$ cat config.mk
export PLATFORM = sky130hd
export DESIGN_NAME = i2ra_target
export DESIGN_NICKNAME = d
export VERILOG_FILES = /design/src/rtl/i2ra_target.v
export VERILOG_INCLUDE_DIRS = /design/src /design/src/rtl
export SDC_FILE = /design/constraint.sdc
export NUM_CORES = 1
export LEC_CHECK = 0
export BUFFER_PORTS_ARGS = -buffer_cell sky130_fd_sc_hd__buf_2
export CAP_MARGIN = 10
export CORE_MARGIN = 1.5
export CORE_UTILIZATION = 30
export CTS_CLUSTER_SIZE = 25
export DETAILED_ROUTE_END_ITERATION = 8
export PLACE_DENSITY = 0.59
export SYNTH_ARGS = -nofsm -noshare
export SYNTH_HDL_FRONTEND = slang
export SYNTH_SLANG_ARGS = --single-unit
$ cat constraint.sdc
create_clock -name clk -period 2.3 [get_ports clk]
set_clock_uncertainty 0.1 [all_clocks]
set_input_delay 0.46 -clock clk [delete_from_list [all_inputs] [get_ports clk]]
set_output_delay 0.46 -clock clk [all_outputs]
set_load 0.005 [all_outputs]
$ cat src/rtl/i2ra_consts.vh
// Constants for the two-wire register access target.
// Assumes inclusion by the target module only; definitions only.
`ifndef I2RA_CONSTS_VH
`define I2RA_CONSTS_VH

// ----------------------------------------------------------------------
// Target address and opcodes
// ----------------------------------------------------------------------
`define I2RA_ADDR_HI     4'hd   // Upper address bits, 68h with select 000
`define I2RA_OP_WRITE    3'b011 // Register write opcode
`define I2RA_OP_READ     3'b100 // Register read opcode

// ----------------------------------------------------------------------
// Byte positions inside a packet
// ----------------------------------------------------------------------
`define I2RA_IDX_ADDR    4'h0   // Address byte
`define I2RA_IDX_CMD0    4'h1   // Command byte 0
`define I2RA_IDX_CMD3    4'h4   // Command byte 3
`define I2RA_IDX_DATA3   4'h8   // Last write data byte
`define I2RA_IDX_MAX     4'h9   // Saturation point of the byte index

// ----------------------------------------------------------------------
// Bit count and reset word
// ----------------------------------------------------------------------
`define I2RA_BITS_BYTE   4'h8   // Bits in one byte
`define I2RA_RST_WORD    32'h0000_0000

`endif

$ cat src/rtl/i2ra_target.v
// Two-wire bus target giving a master access to 32-bit switch registers.
// Assumes scl and sda arrive asynchronously and are oversampled by clk;
// the register store answers a read request with reg_rd_ack on clk.
//
// Overview of operation
// - Read uses command packet then read packet
// - Address bit 0 set means read
// - Read command fetches register into internal buffer
// - Read data goes out high byte first
// - Past four bytes, resend from high byte
// - Repeated start joins command and data packets
// - Command byte 0 bits 2:0 opcode, 100b read
// - Port is byte1 bits 3:0 plus byte2 bit7
// - Byte2 bits 5:2 are lane enables
// - Address from byte2 bits 1:0, byte3
// - Answer 68h when select inputs are 000
// - Address byte holds address in bits 7:1
// - Opcode 011b requests a register write
// - Write data high byte first, enabled lanes
`timescale 1ns/1ps
`include "i2ra_consts.vh"

module i2ra_target (
  input  wire        clk,          // System clock, 40 MHz
  input  wire        nrst,         // Synchronous reset, active low
  input  wire        scl_i,        // Bus clock pin level
  input  wire        sda_i,        // Bus data pin level
  output reg         sda_o,        // Bus data drive value, always low
  output reg         sda_oe,       // High while pulling sda low
  input  wire [2:0]  addr_sel,     // Address select inputs
  output reg         reg_rd_req,   // One-cycle register read request
  output reg         reg_wr_req,   // One-cycle register write request
  output reg  [4:0]  reg_port,     // Selected port
  output reg  [11:0] reg_addr,     // Register byte address
  output reg  [3:0]  reg_be,       // Lane enables, bit 3 = bits 31:24
  output reg  [31:0] reg_wdata,    // Write data
  input  wire [31:0] reg_rdata,    // Read data from register store
  input  wire        reg_rd_ack    // Read data valid, one cycle
);

  // --------------------------------------------------------------------
  // States
  // --------------------------------------------------------------------
  localparam [4:0] ST_IDLE = 5'b00001;
  localparam [4:0] ST_RX   = 5'b00010;
  localparam [4:0] ST_ACK  = 5'b00100;
  localparam [4:0] ST_TX   = 5'b01000;
  localparam [4:0] ST_TACK = 5'b10000;

  // --------------------------------------------------------------------
  // Declarations
  // --------------------------------------------------------------------
  reg  [2:0]  scl_sync_q;   // Three-stage pin samplers
  reg  [2:0]  sda_sync_q;
  reg  [2:0]  sel_s1_q;
  reg  [2:0]  sel_s2_q;
  reg  [2:0]  sel_s3_q;
  reg         scl_f_q;      // Filtered levels
  reg         sda_f_q;
  reg  [2:0]  sel_f_q;
  reg  [4:0]  state_q;
  reg  [3:0]  bit_cnt_q;
  reg  [7:0]  shift_q;
  reg  [3:0]  byte_idx_q;
  reg         is_read_q;
  reg  [2:0]  opcode_q;
  reg  [1:0]  tx_sel_q;
  reg  [31:0] buf_q;
  wire        scl_n;
  wire        sda_n;
  wire        scl_rise;
  wire        scl_fall;
  wire        bus_start;
  wire        bus_stop;
  wire [7:0]  tx_byte;

  // Buffer byte picked by lane index, 0 = bits 31:24
  function [7:0] buf_byte;
    input [31:0] word;
    input [1:0]  sel;
    begin
      case (sel)
        2'd0:    buf_byte = word[31:24];
        2'd1:    buf_byte = word[23:16];
        2'd2:    buf_byte = word[15:8];
        default: buf_byte = word[7:0];
      endcase
    end
  endfunction

  // --------------------------------------------------------------------
  // Pin sampling
  // --------------------------------------------------------------------
  // A level counts once the second and third stages agree, which also
  // rejects single-sample glitches on the slow bus lines.
  always @(posedge clk) begin
    if (!nrst) begin
      scl_sync_q <= 3'h7;
      sda_sync_q <= 3'h7;
      sel_s1_q   <= 3'h0;
      sel_s2_q   <= 3'h0;
      sel_s3_q   <= 3'h0;
      scl_f_q    <= 1'b1;
      sda_f_q    <= 1'b1;
      sel_f_q    <= 3'h0;
    end else begin
      scl_sync_q <= {scl_sync_q[1:0], scl_i};
      sda_sync_q <= {sda_sync_q[1:0], sda_i};
      sel_s1_q   <= addr_sel;
      sel_s2_q   <= sel_s1_q;
      sel_s3_q   <= sel_s2_q;
      scl_f_q    <= scl_n;
      sda_f_q    <= sda_n;
      if (sel_s2_q == sel_s3_q)
        sel_f_q <= sel_s3_q;
    end
  end

  assign scl_n = (scl_sync_q[1] == scl_sync_q[2]) ? scl_sync_q[2] : scl_f_q;
  assign sda_n = (sda_sync_q[1] == sda_sync_q[2]) ? sda_sync_q[2] : sda_f_q;

  // Bus events; start and stop only while scl is high
  assign scl_rise  = !scl_f_q && scl_n;
  assign scl_fall  = scl_f_q && !scl_n;
  assign bus_start = scl_f_q && scl_n && sda_f_q && !sda_n;
  assign bus_stop  = scl_f_q && scl_n && !sda_f_q && sda_n;
  assign tx_byte   = buf_byte(buf_q, tx_sel_q);

  // --------------------------------------------------------------------
  // Read buffer
  // --------------------------------------------------------------------
  // Held until the next read fetch, so a later packet can re-read it
  always @(posedge clk) begin
    if (!nrst)
      buf_q <= `I2RA_RST_WORD;
    else if (reg_rd_ack)
      buf_q <= reg_rdata;
  end

  // --------------------------------------------------------------------
  // Protocol engine
  // --------------------------------------------------------------------
  always @(posedge clk) begin
    if (!nrst) begin
      state_q    <= ST_IDLE;
      bit_cnt_q  <= 4'h0;
      shift_q    <= 8'h00;
      byte_idx_q <= 4'h0;
      is_read_q  <= 1'b0;
      opcode_q   <= 3'h0;
      tx_sel_q   <= 2'h0;
      sda_oe     <= 1'b0;
      sda_o      <= 1'b0; // Open drain: only ever pulls low
      reg_rd_req <= 1'b0;
      reg_wr_req <= 1'b0;
      reg_port   <= 5'h00;
      reg_addr   <= 12'h000;
      reg_be     <= 4'h0;
      reg_wdata  <= 32'h0000_0000;
    end else begin
      sda_o      <= 1'b0;
      reg_rd_req <= 1'b0;
      reg_wr_req <= 1'b0;
      if (bus_start) begin
        // A repeated start restarts the address phase, keeping the buffer
        state_q    <= ST_RX;
        bit_cnt_q  <= 4'h0;
        byte_idx_q <= `I2RA_IDX_ADDR;
        sda_oe     <= 1'b0;
      end else if (bus_stop) begin
        state_q <= ST_IDLE;
        sda_oe  <= 1'b0;
      end else begin
        case (state_q)
          ST_IDLE: begin
            sda_oe <= 1'b0;
          end
          ST_RX: begin
            if (scl_rise) begin
              shift_q   <= {shift_q[6:0], sda_f_q};
              bit_cnt_q <= bit_cnt_q + 4'h1;
            end else if (scl_fall && bit_cnt_q == `I2RA_BITS_BYTE) begin
              bit_cnt_q <= 4'h0;
              state_q   <= ST_ACK;
              sda_oe    <= 1'b1;
              if (byte_idx_q == `I2RA_IDX_ADDR) begin
                if (shift_q[7:1] != {`I2RA_ADDR_HI, sel_f_q}) begin
                  state_q <= ST_IDLE;
                  sda_oe  <= 1'b0;
                end
                is_read_q <= shift_q[0];
              end
              case (byte_idx_q)
                `I2RA_IDX_CMD0: opcode_q <= shift_q[2:0];
                4'h2: reg_port[4:1] <= shift_q[3:0];
                4'h3: begin
                  reg_port[0]     <= shift_q[7];
                  reg_be          <= shift_q[5:2];
                  reg_addr[11:10] <= shift_q[1:0];
                end
                `I2RA_IDX_CMD3: begin
                  reg_addr[9:0] <= {shift_q, 2'b00};
                  if (opcode_q == `I2RA_OP_READ)
                    reg_rd_req <= 1'b1;
                end
                4'h5: reg_wdata[31:24] <= shift_q;
                4'h6: reg_wdata[23:16] <= shift_q;
                4'h7: reg_wdata[15:8]  <= shift_q;
                `I2RA_IDX_DATA3: begin
                  reg_wdata[7:0] <= shift_q;
                  if (opcode_q == `I2RA_OP_WRITE)
                    reg_wr_req <= 1'b1;
                end
                default: ;
              endcase
            end
          end
          ST_ACK: begin
            // Release after the ninth clock; a read starts sending at once
            if (scl_fall) begin
              if (is_read_q) begin
                tx_sel_q  <= 2'h0;
                sda_oe    <= ~buf_q[31];
                bit_cnt_q <= 4'h1;
                state_q   <= ST_TX;
              end else begin
                sda_oe  <= 1'b0;
                state_q <= ST_RX;
                if (byte_idx_q != `I2RA_IDX_MAX)
                  byte_idx_q <= byte_idx_q + 4'h1;
              end
            end
          end
          ST_TX: begin
            if (scl_fall) begin
              if (bit_cnt_q == `I2RA_BITS_BYTE) begin
                sda_oe  <= 1'b0; // Master drives the acknowledge
                state_q <= ST_TACK;
              end else begin
                sda_oe    <= ~tx_byte[3'd7 - bit_cnt_q[2:0]];
                bit_cnt_q <= bit_cnt_q + 4'h1;
              end
            end
          end
          ST_TACK: begin
            if (scl_rise) begin
              if (sda_f_q) begin
                state_q <= ST_IDLE;
              end else begin
                tx_sel_q  <= tx_sel_q + 2'h1;
                bit_cnt_q <= 4'h0;
                state_q   <= ST_TX;
              end
            end
          end
          default: begin
            state_q <= ST_IDLE;
            sda_oe  <= 1'b0;
          end
        endcase
      end
    end
  end

endmodule // i2ra_target

==> reports/results.ini <==
[run_status]
status=complete, no violations

[logic_synthesis]
synthFlopType=dfxtp_1
synthCells=644
synth_edf_count=0
ys_types=55
ys_ff_latch=133
synthArstFlopShare=0
synth_area_sq_um=5879
avgSynthCellArea_sq_um=9.129
ys_seq_area_frac=0.4529
synth-warning-count=0

[floorplanning]
core_region_area_sq_um=19330
dieWidth_um=143.0
die_y_um=143.0
start_util=0.3041
io_pins=97
rows=51
die_area_sq_um=20450

[finish]
nets=795
synthToLayoutAreaGrowth_pct=26.15
fillers=1963
ff_latch_area_sq_um=2663
antenna_cells=0
layout-drive-gt1-share=0.2256
multi_input_area_sq_um=3005
fin_util=0.3836

[clock_network]
cts-root-buf=clkbuf_16
cts_buffers=17
clkSlewWorstSetupHoldPaths_ns=0.06
clkLatencyLatePin_ns=0.41
postCtsHoldBufs=0
cts.htree.levels=4
cts_tree=yes
cts_buffer_depth=2
cts_sinks=133

[power]
p_leak_nw=3.086
ir_worst_vdd_mv=0.4357
power-per-cell-area_nw_per_um2=721.5

[setup_path]
ff2ff_path_depth=8
r2r-end=sda_oe
crit_path_end_kind=register
cp.required_ns=2.55
path_class=reg2reg
arrival_ns=2.44
rr_startpoint=tx_sel_q[1]
r2r_slack_ns=0.11
worstSetupStartpointType=register
crit_fanout=8

[min_path]
min_delay_path_depth=2
min_from=scl_i
hold_end=scl_sync_q[0]
hp-class=in2reg

[placement]
dp_hpwl_um=10210
finalWeightedCongestion=0.9111
port_buffers=93

[sta]
slew_violations=0
timing.fmax_ghz=0.4566
final.setup.tns_ns=0
tightest_slew_ns=0.5375
fin_crit_sh=0.9523
relSlewSlack=0.6412
rsz0062_at_grt=false
setup_viol=0
min_period_ns=2.190
finalHoldViolCount=0

[detailed_routing]
first_pass_iters=5
via_per_inst=4.645
finalWirelength_um=14350
wl_per_cell_um=14.02
drc=0
num_vias=4752
final_antenna_net_count=0
drt_iter0_drc=227

[global_routing]
gr-total-overflow=0
grt_pass1_vias=4518
antenna_found_initial=0
grt_max_degree=62
grt_pass1_wl_um=23230
grt_util_all_layers=0.1457

[run]
cap_violations=0

[report_power, final]
part | internal [mW] | leakage [nW] | switching [mW]
logic | 0.111 | 1.71 | 0.0966
clock network | 1.77 | 0.294 | 1.00
registers | 2.35 | 1.08 | 0.0251
total | 4.23 | 3.09 | 1.12
[how the worst max path moves through the flow]
stage	startpoint	cells after the start	endpoint
CTS	tx_sel_q[0]	8	sda_oe
finish	tx_sel_q[1]	8	sda_oe
detailed placement	tx_sel_q[0]	8	sda_oe
floorplan	scl_sync_q[1]	8	state_q[2]
global placement	tx_sel_q[0]	8	sda_oe
global route	tx_sel_q[1]	8	sda_oe
[cell families (layout without fill, tap and decap cells)]
family,count (synthesis),in the layout,synth area share
adders and majority gates,10,10,0.02128
DFF,133,133,0.4529
and+or+nand+nor,266,266,0.2375
other,1,3,0.0006378
muxes,57,57,0.09704
AOI/OAI and AO/OA,109,109,0.1356
xor gates and xnor gates,9,9,0.01341
buffers and inverters,59,171,0.04171
[cells in the final DEF, fill, tap and decap left out, drive strengths merged, types with 13 or more instances in the layout]
cell type,count
nor2,19
nand2,80
nand3,52
and2,13
clkbuf,21
buf,128
a21boi,48
dfxtp,133
nor2b,61
mux2i,57
[critical path: stages, from the launching register on]
cell and delay [ns]:
dfxtp_1 0.38, inv_1 0.08, ha_1 0.30, a222oi_1 0.36, mux2i_1 0.12, a211oi_1 0.26
o311ai_0 0.20, a21o_1 0.21, a21oi_1 0.12
[layout make-up]
cell class | count | share of cell area
multi-input cells | 454 | 0.4052
flip-flops and latches | 133 | 0.3590
repair buffers | 128 | 0.1032
clock buffers | 21 | 0.06208
well taps | 265 | 0.04470
clock inverters | 11 | 0.02024
inverters | 11 | 0.005567
[sequential cells by signal (all words and copies together) (netlist names), 2 cells and up]
register    cells
sda_sync_q      3
sel_s1_q        3
bit_cnt_q       4
sel_s3_q        3
shift_q         8
sel_f_q         3
reg_addr       10
sel_s2_q        3
scl_sync_q      3
state_q         5
tx_sel_q        2
byte_idx_q      4
reg_be          4
opcode_q        3
buf_q          32
reg_port        5
reg_wdata      32
[layer usage]
| metal | global-route usage | vias up | part of all wire |
|---|---|---|---|
| met1 | 0.2024 | 2207 | 0.49 |
| met4 | 0.04612 | 0 | 0.0081 |
| li1 | - | 2418 | - |
| met5 | 0 | - | 0 |
| met3 | 0.03722 | 11 | 0.048 |
| met2 | 0.2197 | 116 | 0.45 |
[synthesized netlist by cell type, drive strengths merged (2+ instances only)]
library cell	instances	area, sq um
dfxtp	133	2663
nand2	80	300.3
nor2b	61	381.6
mux2i	57	570.6
nand3	52	260.3
a21boi	48	360.3
clkbuf	32	120.1
nor2	19	71.32
buf	16	83.83
and2	13	81.33
inv	11	41.29
a21oi	10	50.05
ha	10	125.1
a22oi	8	60.06
nand2b	8	50.05
nand3b	8	60.06
o21ai	8	43.79
nor3	7	40.04
a211oi	6	45.04
nand4	5	37.53
xnor2	5	43.79
and3	4	25.02
o21a	4	30.03
xor2	4	35.03
nor3b	3	27.52
a21o	2	15.01
a221oi	2	17.52
a31oi	2	12.51
o211a	2	20.02
o211ai	2	15.01
o221ai	2	17.52
o22ai	2	12.51
or3	2	12.51
or3b	2	17.52
[repair_timing]
action | in CTS | in global routing
setup endpoints to repair | 0 | 36
buffers inserted | 0 | 2
gates resized for setup | 0 | 8
[stage by stage]
stage	total power [mW]	hold WS, ns	cells	setup slack [ns]	cell area [sq um]
6_report	5.351	0.1307	1023	0.1097	7417
5_1_grt	5.542	0.1242	1023	0.006178	7417
4_1_cts	5.413	0.1194	1021	0.006624	7376
3_5_place_dp	2.635	0.2909	989	0.02717	6765
3_3_place_gp	2.633	0.3118	989	0.01416	6765
2_1_floorplan	2.560	0.2863	646	0.2635	5887
Note: power is estimated with default switching activity, not from simulation.
